--- src/include/fpu_regs_pkg.sv ---
`default_nettype none
package fpu_regs_pkg;
  // register selects on the coprocessor move port
  localparam logic [1:0] SEL_OPERAND = 2'h0;
  localparam logic [1:0] SEL_CONTROL = 2'h1;
  localparam logic [1:0] SEL_STATUS = 2'h2;
  localparam logic [1:0] SEL_CAPTURE = 2'h3;
  // write operations: move, literal and, literal or
  localparam logic [1:0] OP_MOVE = 2'h0;
  localparam logic [1:0] OP_AND = 2'h1;
  localparam logic [1:0] OP_OR = 2'h2;
  // operand registers
  localparam int OPERAND_W = 32;
  localparam int OPERAND_N = 32;
  localparam int OPERAND_AW = 5;
  localparam logic [31:0] OPERAND_RESET = 32'h0000_0000;
  // control register layout
  localparam int CTRL_W = 16;
  localparam int EXC_W = 7;
  localparam logic [15:0] CTRL_IMPL = 16'h0F7F;
  localparam logic [15:0] CTRL_RESET = 16'h007F;
  localparam int CTRL_MASK_LSB = 0;
  localparam int CTRL_RND_LSB = 8;
  localparam int CTRL_RND_MSB = 9;
  localparam int CTRL_FTZ = 10;
  localparam int CTRL_SAZ = 11;
  // exception index, shared by mask, flag and sticky fields
  localparam int EXC_ILLEGAL = 0;
  localparam int EXC_DIVZERO = 1;
  localparam int EXC_OVERFLOW = 2;
  localparam int EXC_UNDERFLOW = 3;
  localparam int EXC_INEXACT = 4;
  localparam int EXC_OVERSIZE = 5;
  localparam int EXC_DENORMAL = 6;
  // rounding encodings
  localparam logic [1:0] RND_NEAREST = 2'h0;
  localparam logic [1:0] RND_ZERO = 2'h1;
  localparam logic [1:0] RND_POS = 2'h2;
  localparam logic [1:0] RND_NEG = 2'h3;
  // status register layout
  localparam logic [31:0] STATUS_RESET = 32'h0000_0000;
  localparam int STAT_DYN_LSB = 0;
  localparam int STAT_STICKY_LSB = 8;
  localparam int STAT_CMP_LSB = 16;
  localparam int STAT_CLS_LSB = 24;
  localparam int CMP_W = 4;
  localparam int CMP_GT = 3;
  localparam int CMP_LT = 2;
  localparam int CMP_EQ = 1;
  localparam int CMP_UN = 0;
  localparam int CLS_W = 5;
  localparam int CLS_SUB = 4;
  localparam int CLS_INF = 3;
  localparam int CLS_NEG = 2;
  localparam int CLS_ZERO = 1;
  localparam int CLS_NAN = 0;
  // capture register layout
  localparam int CAP_EN = 0;
  localparam int CAP_ZERO = 1;
  localparam int CAP_ADDR_LSB = 2;
  localparam int CAP_ADDR_MSB = 23;
  localparam int CAP_ADDR_W = 22;
  localparam logic [21:0] CAP_ADDR_RESET = 22'h00_0000;
  // single precision fields
  localparam int F_SIGN = 31;
  localparam int F_EXP_MSB = 30;
  localparam int F_EXP_LSB = 23;
  localparam int F_MAN_MSB = 22;
  localparam logic [7:0] F_EXP_ONES = 8'hFF;
  localparam logic [7:0] F_EXP_ZERO = 8'h00;
  localparam logic [22:0] F_MAN_ZERO = 23'h00_0000;
endpackage
`default_nettype wire

--- src/logic/fpu_control_status_regs.sv ---
`timescale 1ns/1ps
`default_nettype none
module fpu_control_status_regs (
  // clock and reset
  input wire logic i_clk_sys,
  input wire logic i_resetn,
  // coprocessor register writes
  input wire logic i_wr_en,
  input wire logic [1:0] i_wr_sel,
  input wire logic [1:0] i_wr_op,
  input wire logic [4:0] i_wr_idx,
  input wire logic [31:0] i_wr_data,
  // coprocessor register reads
  input wire logic [1:0] i_rd_sel,
  input wire logic [4:0] i_rd_idx,
  output logic [31:0] o_rd_data,
  // instruction retirement
  input wire logic i_retire_valid,
  input wire logic [6:0] i_retire_exc,
  input wire logic [23:0] i_retire_pc,
  input wire logic i_retire_is_compare,
  input wire logic i_retire_is_classify,
  input wire logic [31:0] i_src_first,
  input wire logic [31:0] i_src_second,
  // result writeback
  input wire logic i_result_we,
  input wire logic [4:0] i_result_idx,
  input wire logic [31:0] i_result_data,
  // operand conditioning toward the functional block
  input wire logic [31:0] i_operand_raw,
  output logic [31:0] o_operand_cond,
  // mode and condition outputs
  output logic [1:0] o_rounding_select,
  output logic o_flush_active,
  output logic o_zero_inputs_active,
  output logic [3:0] o_branch_cond,
  output logic o_fpu_exception
);
  typedef struct packed {
    logic [15:0] ctrl;
    logic [6:0] dyn;
    logic [6:0] sticky;
    logic [3:0] cmp;
    logic [4:0] cls;
    logic [21:0] cap_addr;
    logic cap_en;
    logic captured;
    logic [1:0] rd_sel;
    logic [31:0] csr_rdata;
  } regs_s;

  regs_s st_q;
  regs_s st_d;
  logic [31:0] mem_rdata;
  logic mem_we;
  logic [4:0] mem_waddr;
  logic [31:0] mem_wdata;
  logic [31:0] status_view;
  logic [31:0] capture_view;
  logic [31:0] cur_view;
  logic [31:0] wval;

  ////////////////////////////////////////////////////////////////////////////
  // float helpers

  function automatic logic f_is_nan(input logic [31:0] v);
    return (v[fpu_regs_pkg::F_EXP_MSB:fpu_regs_pkg::F_EXP_LSB] == fpu_regs_pkg::F_EXP_ONES)
      && (v[fpu_regs_pkg::F_MAN_MSB:0] != fpu_regs_pkg::F_MAN_ZERO);
  endfunction

  function automatic logic f_is_inf(input logic [31:0] v);
    return (v[fpu_regs_pkg::F_EXP_MSB:fpu_regs_pkg::F_EXP_LSB] == fpu_regs_pkg::F_EXP_ONES)
      && (v[fpu_regs_pkg::F_MAN_MSB:0] == fpu_regs_pkg::F_MAN_ZERO);
  endfunction

  function automatic logic f_is_zero(input logic [31:0] v);
    return (v[fpu_regs_pkg::F_EXP_MSB:fpu_regs_pkg::F_EXP_LSB] == fpu_regs_pkg::F_EXP_ZERO)
      && (v[fpu_regs_pkg::F_MAN_MSB:0] == fpu_regs_pkg::F_MAN_ZERO);
  endfunction

  function automatic logic f_is_sub(input logic [31:0] v);
    return (v[fpu_regs_pkg::F_EXP_MSB:fpu_regs_pkg::F_EXP_LSB] == fpu_regs_pkg::F_EXP_ZERO)
      && (v[fpu_regs_pkg::F_MAN_MSB:0] != fpu_regs_pkg::F_MAN_ZERO);
  endfunction

  // x below y, both ordered; signed zeros compare equal
  function automatic logic f_less(input logic [31:0] x, input logic [31:0] y);
    logic sx;
    logic sy;
    sx = x[fpu_regs_pkg::F_SIGN];
    sy = y[fpu_regs_pkg::F_SIGN];
    if (f_is_zero(x) && f_is_zero(y)) begin
      return 1'b0;
    end else if (sx != sy) begin
      return sx;
    end else if (!sx) begin
      return x[fpu_regs_pkg::F_EXP_MSB:0] < y[fpu_regs_pkg::F_EXP_MSB:0];
    end else begin
      return x[fpu_regs_pkg::F_EXP_MSB:0] > y[fpu_regs_pkg::F_EXP_MSB:0];
    end
  endfunction

  ////////////////////////////////////////////////////////////////////////////
  // register views

  assign status_view = {3'h0, st_q.cls, 4'h0, st_q.cmp, 1'b0, st_q.sticky, 1'b0, st_q.dyn};
  assign capture_view = {8'h00, st_q.cap_addr, 1'b0, st_q.cap_en};

  always_comb begin
    case (i_wr_sel)
      fpu_regs_pkg::SEL_CONTROL: cur_view = {16'h0000, st_q.ctrl};
      fpu_regs_pkg::SEL_STATUS: cur_view = status_view;
      fpu_regs_pkg::SEL_CAPTURE: cur_view = capture_view;
      default: cur_view = 32'h0000_0000;
    endcase
  end

  always_comb begin
    case (i_wr_op)
      fpu_regs_pkg::OP_AND: wval = cur_view & i_wr_data;
      fpu_regs_pkg::OP_OR: wval = cur_view | i_wr_data;
      default: wval = i_wr_data;
    endcase
  end

  ////////////////////////////////////////////////////////////////////////////
  // next state

  always_comb begin
    st_d = st_q;
    st_d.rd_sel = i_rd_sel;
    case (i_rd_sel)
      fpu_regs_pkg::SEL_CONTROL: st_d.csr_rdata = {16'h0000, st_q.ctrl};
      fpu_regs_pkg::SEL_STATUS: st_d.csr_rdata = status_view;
      fpu_regs_pkg::SEL_CAPTURE: st_d.csr_rdata = capture_view;
      default: st_d.csr_rdata = 32'h0000_0000;
    endcase
    // software writes
    if (i_wr_en && i_wr_sel == fpu_regs_pkg::SEL_CONTROL) begin
      st_d.ctrl = wval[15:0] & fpu_regs_pkg::CTRL_IMPL;
    end
    if (i_wr_en && i_wr_sel == fpu_regs_pkg::SEL_STATUS) begin
      st_d.dyn = wval[fpu_regs_pkg::STAT_DYN_LSB +: fpu_regs_pkg::EXC_W];
      st_d.sticky = wval[fpu_regs_pkg::STAT_STICKY_LSB +: fpu_regs_pkg::EXC_W];
      st_d.cmp = wval[fpu_regs_pkg::STAT_CMP_LSB +: fpu_regs_pkg::CMP_W];
      st_d.cls = wval[fpu_regs_pkg::STAT_CLS_LSB +: fpu_regs_pkg::CLS_W];
    end
    if (i_wr_en && i_wr_sel == fpu_regs_pkg::SEL_CAPTURE) begin
      st_d.cap_addr = wval[fpu_regs_pkg::CAP_ADDR_MSB:fpu_regs_pkg::CAP_ADDR_LSB];
      st_d.cap_en = wval[fpu_regs_pkg::CAP_EN];
      st_d.captured = 1'b0;
    end
    // retirement updates win over a software write in the same cycle, except sticky, which ORs the new flags into the written value
    if (i_retire_valid) begin
      st_d.dyn = i_retire_exc;
      st_d.sticky = st_d.sticky | i_retire_exc;
      if (i_retire_is_compare) begin
        st_d.cmp[fpu_regs_pkg::CMP_UN] = f_is_nan(i_src_first) | f_is_nan(i_src_second);
        st_d.cmp[fpu_regs_pkg::CMP_GT] = !st_d.cmp[fpu_regs_pkg::CMP_UN]
          && f_less(i_src_first, i_src_second);
        st_d.cmp[fpu_regs_pkg::CMP_LT] = !st_d.cmp[fpu_regs_pkg::CMP_UN]
          && f_less(i_src_second, i_src_first);
        st_d.cmp[fpu_regs_pkg::CMP_EQ] = !st_d.cmp[fpu_regs_pkg::CMP_UN]
          && !f_less(i_src_first, i_src_second)
          && !f_less(i_src_second, i_src_first);
      end
      if (i_retire_is_classify) begin
        st_d.cls[fpu_regs_pkg::CLS_SUB] = f_is_sub(i_src_first);
        st_d.cls[fpu_regs_pkg::CLS_INF] = f_is_inf(i_src_first);
        st_d.cls[fpu_regs_pkg::CLS_NEG] = i_src_first[fpu_regs_pkg::F_SIGN];
        st_d.cls[fpu_regs_pkg::CLS_ZERO] = f_is_zero(i_src_first);
        st_d.cls[fpu_regs_pkg::CLS_NAN] = f_is_nan(i_src_first);
      end
      if (st_q.cap_en && !st_q.captured && (i_retire_exc != 7'h00)) begin
        st_d.cap_addr = i_retire_pc[fpu_regs_pkg::CAP_ADDR_MSB:fpu_regs_pkg::CAP_ADDR_LSB];
        st_d.captured = 1'b1;
      end
    end
  end

  always_ff @(posedge i_clk_sys or negedge i_resetn) begin
    if (!i_resetn) begin
      st_q <= '0;
      st_q.ctrl <= fpu_regs_pkg::CTRL_RESET;
      st_q.cap_addr <= fpu_regs_pkg::CAP_ADDR_RESET;
    end else begin
      st_q <= st_d;
    end
  end

  ////////////////////////////////////////////////////////////////////////////
  // operand registers

  assign mem_we = i_result_we | (i_wr_en && i_wr_sel == fpu_regs_pkg::SEL_OPERAND);
  assign mem_waddr = i_result_we ? i_result_idx : i_wr_idx;
  assign mem_wdata = i_result_we ? i_result_data : i_wr_data;

  fpu_operand_mem #(
    .W(fpu_regs_pkg::OPERAND_W),
    .D(fpu_regs_pkg::OPERAND_N),
    .AW(fpu_regs_pkg::OPERAND_AW)
  ) u_operand_mem (
    .i_clk_sys(i_clk_sys),
    .i_resetn(i_resetn),
    .i_we(mem_we),
    .i_waddr(mem_waddr),
    .i_wdata(mem_wdata),
    .i_raddr(i_rd_idx),
    .o_rdata(mem_rdata)
  );

  ////////////////////////////////////////////////////////////////////////////
  // outputs

  assign o_rd_data = (st_q.rd_sel == fpu_regs_pkg::SEL_OPERAND) ? mem_rdata : st_q.csr_rdata;
  assign o_rounding_select = st_q.ctrl[fpu_regs_pkg::CTRL_RND_MSB:fpu_regs_pkg::CTRL_RND_LSB];
  assign o_flush_active = st_q.ctrl[fpu_regs_pkg::CTRL_FTZ]
    & st_q.ctrl[fpu_regs_pkg::EXC_UNDERFLOW];
  assign o_zero_inputs_active = st_q.ctrl[fpu_regs_pkg::CTRL_SAZ];
  assign o_operand_cond = (o_zero_inputs_active && f_is_sub(i_operand_raw))
    ? {i_operand_raw[fpu_regs_pkg::F_SIGN], 31'h0000_0000} : i_operand_raw;
  assign o_branch_cond = st_q.cmp;
  assign o_fpu_exception = |(st_q.dyn & ~st_q.ctrl[fpu_regs_pkg::EXC_W-1:0]);
endmodule
`default_nettype wire

--- src/logic/fpu_operand_mem.sv ---
`timescale 1ns/1ps
`default_nettype none
module fpu_operand_mem #(
  parameter int W = 32,
  parameter int D = 32,
  parameter int AW = 5
) (
  // clock and reset
  input wire logic i_clk_sys,
  input wire logic i_resetn,
  // write port
  input wire logic i_we,
  input wire logic [AW-1:0] i_waddr,
  input wire logic [W-1:0] i_wdata,
  // read port, data one cycle later
  input wire logic [AW-1:0] i_raddr,
  output logic [W-1:0] o_rdata
);
  typedef struct packed {
    logic [D-1:0][W-1:0] words;
    logic [W-1:0] rdata;
  } mem_s;

  mem_s st_q;
  mem_s st_d;

  always_comb begin
    st_d = st_q;
    st_d.rdata = st_q.words[i_raddr];
    if (i_we) begin
      st_d.words[i_waddr] = i_wdata;
    end
  end

  always_ff @(posedge i_clk_sys or negedge i_resetn) begin
    if (!i_resetn) begin
      st_q <= '0;
    end else begin
      st_q <= st_d;
    end
  end

  assign o_rdata = st_q.rdata;
endmodule
`default_nettype wire

--- config.mk ---
export PLATFORM = sky130hd
export DESIGN_NAME = fpu_control_status_regs
export DESIGN_NICKNAME = d
export VERILOG_FILES = /design/src/include/fpu_regs_pkg.sv /design/src/logic/fpu_control_status_regs.sv /design/src/logic/fpu_operand_mem.sv
export SDC_FILE = /design/constraint.sdc
export NUM_CORES = 2
export LEC_CHECK = 0
export BUFFER_PORTS_ARGS = -buffer_cell sky130_fd_sc_hd__buf_2
export CAP_MARGIN = 20
export CORE_MARGIN = 4
export CORE_UTILIZATION = 62
export CTS_CLUSTER_SIZE = 10
export DETAILED_ROUTE_END_ITERATION = 10
export PLACE_DENSITY = 0.81
export SLEW_MARGIN = 25
export SYNTH_ARGS = -nofsm -noshare
export SYNTH_HDL_FRONTEND = slang
export SYNTH_HIERARCHICAL = 1
export SYNTH_SLANG_ARGS = --single-unit
--- constraint.sdc ---
create_clock -name i_clk_sys -period 1.65 [get_ports i_clk_sys]
set_input_delay 0.0825 -clock i_clk_sys [delete_from_list [all_inputs] [get_ports i_clk_sys]]
set_output_delay 0.0825 -clock i_clk_sys [all_outputs]
set_load 0.005 [all_outputs]
Word level (Yosys, flattened, before mapping)

Cells that the tools add are included.

Equal/unequal tests: 12
Reductions and logical operators: 37
Bitwise operators: 8
Multiplexer cells: 30
Order comparisons: 7

Operators by type and width:

| kind                                                | count |
|---|---|
| bitwise mux 1024 bit                                | 1 |
| case mux 29 bit (3 select lines)                    | 2 |
| binary-select mux 32 bit (select 5 bit)             | 1 |
| demux 32 bit (select 5 bit)                         | 1 |
| 2-to-1 mux 32 bit                                   | 4 |
| nonzero test 23 bit                                 | 3 |
| > comparator 31 bit                                 | 2 |
| < comparator 31 bit                                 | 2 |
| case mux 29 bit (2 select lines)                    | 1 |
| logical NOT 23 bit                                  | 2 |
| 2-to-1 mux 45 bit                                   | 1 |
| 2-to-1 mux 31 bit                                   | 1 |
| bitwise AND 29 bit                                  | 1 |
| OR 29 bit                                           | 1 |
| logical NOT 8 bit                                   | 3 |
| 2-to-1 mux 24 bit                                   | 1 |
| 2-to-1 mux 23 bit                                   | 1 |
| 2-to-1 mux 22 bit                                   | 1 |
| logical AND 1 bit                                   | 20 |
| == test 8 bit (second input constant)               | 2 |
| < comparator 5 x 6 -> 1 bit (second input constant) | 2 |
| 2-to-1 mux 1 bit                                    | 12 |
| == test 2 bit (second input constant)               | 5 |
| 2-to-1 mux 5 bit                                    | 2 |
| 14 further kinds                                    | 22 |

Input port bits: 219
Flip-flop bits (word level): 1,148
Logic and storage cells: 137

Logic depth before layout (Yosys ltp)

Depth in word-level cells: 11
Depth in mapped cells: 10

Modules after synthesis

Netlist, hierarchy kept.

By module, submodules not included:

| module                  | sequential area each (um^2) | cells each | area an instance (um^2) | instances |
|---|---|---|---|---|
| fpu_operand_mem         | 26,425.3                    | 3,511      | 48,084.9                | 1 |
| fpu_control_status_regs | 2,235.9                     | 810        | 6,942.9                 | 1 |

Worst setup path before layout

OpenSTA, ideal clock, no wires.

Kind: input to register
From: in i_result_we
To: reg u_operand_mem/st_q[421] in the netlist's numbering
Buffers on the path: 3
Cell stages on the path: 7
Setup time: 0.125 ns
Required time: 1.525 ns
Slack: -0.598 ns
Data arrival time: 2.124 ns
Cell sequence: clkbuf_1 -> clkbuf_1 -> or2_2 -> or3b_1 -> nor2_2 -> buf_4 -> mux2_2

Elaborated cells on any way between the ends: 9
Those cells by class: 2 x order compare; 5 x mux; 1 x bitwise; 1 x reduce/logical

RTL lines:

| what                 | line                           | source |
|---|---|---|
| from (decl)          | fpu_control_status_regs.sv:26  | `input wire logic i_result_we,` |
| OR 1 bit             | fpu_control_status_regs.sv:194 | `assign mem_we = i_result_we \| (i_wr_en && i_wr_sel == fpu_regs_pkg::SEL_OPERAND);` |
| named net mem_we     | fpu_control_status_regs.sv:55  | `logic mem_we;` |
| to (signal assigned) | fpu_operand_mem.sv:39          | `st_q <= st_d;` |
| to (decl)            | fpu_operand_mem.sv:24          | `mem_s st_q;` |

The timed path passes the listed nets, and every way through them passes these cells.
A chain may end at the register's enable or synchronous reset.

==> results.rst <==
.. list-table::
   :header-rows: 1

   * - Metric
     - Value
   * - Launching element type of the critical path
     - flip-flop
   * - Fraction of met1 tracks used by global routing
     - 0.453
   * - GRT met2 Usage
     - 0.564
   * - Filler Cell Count
     - 5009
   * - Max Clock Skew
     - between 0.02 and 0.025 ns
   * - Combined area of the multi-input logic cells
     - around 25000 um2
   * - Remaining max-slew budget at the tightest pin
     - 0.382
   * - Crit share post-route
     - 1.28
   * - Detailed-route vias per instance
     - ~6.5
   * - Overall Power
     - around 87 mW
   * - Compound-gate portion of the synthesized area
     - 0.0616
   * - Die ar.
     - 93600 um2
   * - Multiplexer fraction of the synthesized cell area
     - 0.324
   * - Delay-heaviest family, CP
     - simple AND/OR/NAND/NOR gates
   * - Basic-gate share of the synthesized area counting and, or, nand and nor cells
     - 0.0454
   * - Clock-pin slew on the worst setup and hold paths
     - roughly 0.060 ns
   * - Initial DRC count
     - 3735
   * - Skew-Pair Late Insertion Delay
     - 0.72 ns
   * - Worst VDD drop
     - ~1.1 mV
   * - Number of storage elements in the synthesis netlist
     - 1145
   * - Violations in the final reports
     - negative setup slack
   * - Parity-gate share of the synthesized area counting xor and xnor cells
     - 0.000159
   * - Static power due to leakage
     - about 32 nW
   * - Met3 GRT Util
     - 0.0732
   * - Count of distinct cell types in the synthesized netlist
     - 53
   * - Final GP Congestion
     - roughly 0.96
   * - Arrival time at the worst endpoint
     - 2.02 ns
   * - Area inside the core boundary
     - roughly 90000 um2
   * - Cell occurring most often along the worst timing path
     - sky130_fd_sc_hd__buf_6
   * - Mean instance size in the synthesized netlist
     - 12.7 um2
   * - Worst path buffer plus inverter count
     - 2
   * - Number of cells produced by synthesis
     - ~4300
   * - Area of the mapped netlist
     - approximately 55000 um2
   * - CP max FO
     - 3
   * - Largest net degree at the start of global routing
     - about 120
   * - Die span in x
     - 306 um
   * - Initial cell density of the core
     - 0.629
   * - Part of the Yosys area used for sequential elements
     - 0.521
   * - Nets in the synthesized netlist
     - approximately 4600
   * - Number of buffers inserted during clock tree synthesis
     - between 100 and 150
   * - Setup slack at placement
     - -0.653 ns
   * - Slowest Stage Delay on Critical Path
     - 0.53 ns
   * - Combinational family with the most area after synthesis
     - multiplexers
   * - Final hold vios
     - 0
   * - Area growth syn-to-layout
     - 22.7%
   * - Clock Sink Count
     - 1145
   * - Height of the die
     - ~300 um
   * - WS Path Type
     - reg2out
   * - Overflow left after global routing
     - 0
   * - Asr flop ratio synth
     - 1.00
   * - Layout cells sized above 1
     - 0.425
   * - Clock tree from TritonCTS
     - built
   * - Number of setup violations in the final report
     - 58
   * - Total of warnings raised by yosys
     - 6
   * - Mean routed wirelength per cell
     - approximately 27 um
   * - Wire length of the first global-routing pass
     - between 200000 and 300000 um
   * - Cell with the biggest individual delay on the critical path
     - sky130_fd_sc_hd__or4_4
   * - # Max-Cap Violations
     - 0
   * - Detail Route Antenna Nets
     - 0
   * - Highest clock rate
     - roughly 0.47 GHz
   * - Cell-by-cell listing of the critical path
     - buf_6 -> nor2b_4 -> or4_4 -> buf_6
   * - Main synth FF type
     - sky130_fd_sc_hd__dfrtp_1
   * - Count of flip-flops with a built-in enable after synthesis
     - 0
   * - Total power density per cell area
     - around 1300 nW/um2
   * - Vias after detailed routing
     - 39600
   * - Result of the run
     - complete, but fails checks
   * - I/O Pins
     - 292
   * - RSZ-0062 raised after global routing
     - true
   * - Worst Slack Setup Final
     - -0.455 ns
   * - # DRC
     - 0
   * - Adder and majority cell fraction of the synthesized area
     - 0.00750
   * - Commonest non-fill, non-tap cells in the layout
     - 1138 x sky130_fd_sc_hd__dfrtp_1, 874 x sky130_fd_sc_hd__mux2_2, 525 x sky130_fd_sc_hd__mux2i_1
   * - Number of I/O port buffers
     - around 290
   * - Row count
     - approximately 110
   * - Cell chosen for the clock root
     - sky130_fd_sc_hd__clkbuf_16
   * - Initial antenna violation count
     - 6
   * - DPL Wire Length
     - about 110000 um
   * - Post-detailed-routing wire length
     - 167000 um
   * - Count of nets after finishing
     - 5137
   * - Number of levels the H-tree was split into
     - 4
   * - Minimum clock period after layout
     - 2.11 ns
   * - Buffer levels on the longest clock path
     - 3
   * - Critical path endpoint category
     - output pin
   * - Global-route usage over all layers
     - 0.349
   * - Type of the tightest min-delay check
     - in2async
   * - Most frequent standard cell in the layout excluding fill and tap cells
     - sky130_fd_sc_hd__dfrtp_1
   * - Required arrival time at the worst endpoint
     - around 1.6 ns
   * - Footprint of the flip-flops and latches
     - 28700 um2
   * - Worst Tran Pin Value
     - between 0.9 and 1 ns
   * - Max-slew violations
     - 0
   * - First-pass iteration count of the detailed router
     - 6
   * - GR peak layer
     - met2
   * - Via count of the first global-routing pass
     - between 40000 and 50000
timing repair:
action / 4_1_cts / 5_1_grt
resized for setup: 48 / 77
buffers inserted: 7 / 15
hold endpoints to repair: 1885 / 0
hold buffers: 109 / 0
endpoints found under the setup margin: 58 / 87
pin swaps: 7 / 32
gates cloned: 2 / 1
worst reg2reg max path, cell delays in order, from the launching register on:
cell	delay (ns)
sky130_fd_sc_hd__dfrtp_1	0.44
sky130_fd_sc_hd__mux2_2	0.30
sky130_fd_sc_hd__and3_1	0.17
sky130_fd_sc_hd__o21ai_0	0.18
sky130_fd_sc_hd__o21ai_0	0.16
sky130_fd_sc_hd__mux2i_1	0.16
sky130_fd_sc_hd__o21ai_0	0.11
registers in the layout (all words and copies together), names as in the netlist:
register,count
u_operand_mem/st_q,1024
st_q,59
u_operand_mem/o_rdata,32
capture_view,23
o_branch_cond,4
o_rounding_select,2
o_zero_inputs_active,1
cells by family after synthesis:
| kind of cell | count (synthesis) |
|---|---|
| flops | 1145 |
| simple gates | 520 |
| buf+inv | 473 |
| xor+xnor | 1 |
| compound gates | 512 |
| mux | 1637 |
| fa+ha+maj | 33 |
metal layers:
| metal | share of wire | vias to the layer above |
|---|---|---|
| li1 | - | 16600 |
| met3 | 0.076 | 583 |
| met2 | 0.48 | 1967 |
| met5 | 0 | - |
| met4 | 0.054 | 0 |
| met1 | 0.39 | 20400 |
layout make-up:
class | count | share of cell area
antenna | 7 | 0.000260
clock buffer | 153 | 0.0511
clock inverter | 11 | 0.00235
inverter | 61 | 0.00339
multi-input combinational | 2703 | 0.376
sequential | 1145 | 0.425
tap | 1155 | 0.0214
timing repair buffer | 841 | 0.121
worst paths after layout:
check | start | to | slack (ns) | depth (start not counted)
setup / recovery | st_q[77]$_DFFE_PN0P_ | o_fpu_exception | -0.46 | 4
hold / removal | i_resetn | u_operand_mem/st_q[497]$_DFFE_PN0P_ | 0.07 | 3
setup reg to reg | o_branch_cond[0]$_DFF_PN0_ | capture_view[16]$_DFF_PN0_ | -0.01 | 6
hold reg to reg | st_q[83]$_DFFE_PN1P_ | st_q[83]$_DFFE_PN1P_ | 0.50 | 2
max in group asynchronous | i_resetn | u_operand_mem/st_q[622]$_DFFE_PN0P_ | 0.43 | 3
min in group i_clk_sys | i_src_first[2] | st_q[59]$_DFF_PN0_ | 0.07 | 6
power by group:
group | switching, mW | leakage [nW] | internal, mW | total [mW]
logic | 8.47 | 16.0 | 11.6 | 20.1
clock network | 11.0 | 1.76 | 14.8 | 25.8
registers | 4.92 | 14.5 | 36.4 | 41.3
Yosys cell counts (all sizes together) (15+ instances only):
cell type / number / area (um2)
a21oi: 161 / 810
a22o: 87 / 762
a22oi: 98 / 736
a31oi: 41 / 257
and2: 34 / 213
and3: 15 / 93.8
buf: 226 / 1330
clkbuf: 186 / 698
dfrtp: 1138 / 28500
ha: 33 / 413
inv: 60 / 225
mux2: 1112 / 12600
mux2i: 525 / 5260
nand2: 203 / 762
nand3: 106 / 531
nor2: 46 / 193
nor2b: 15 / 93.8
nor3: 39 / 195
nor4: 24 / 150
o21ai: 73 / 365
per-stage QoR:
step	instance area [um2]	cells	hold WS, ns	utilization	setup TNS, ns
after global placement	62100	5774	-0.0250	0.710	-420.33
after detailed placement	62100	5774	-0.0258	0.710	-474.36
after floorplan	56000	4321	-0.213	-	-195.85
final	67500	6076	0.0722	0.772	-21.99
after global routing	67500	6071	0.0589	0.772	-26.63
after CTS	67100	6056	0.00301	0.767	-23.91
(Power assumes the default switching activity.)
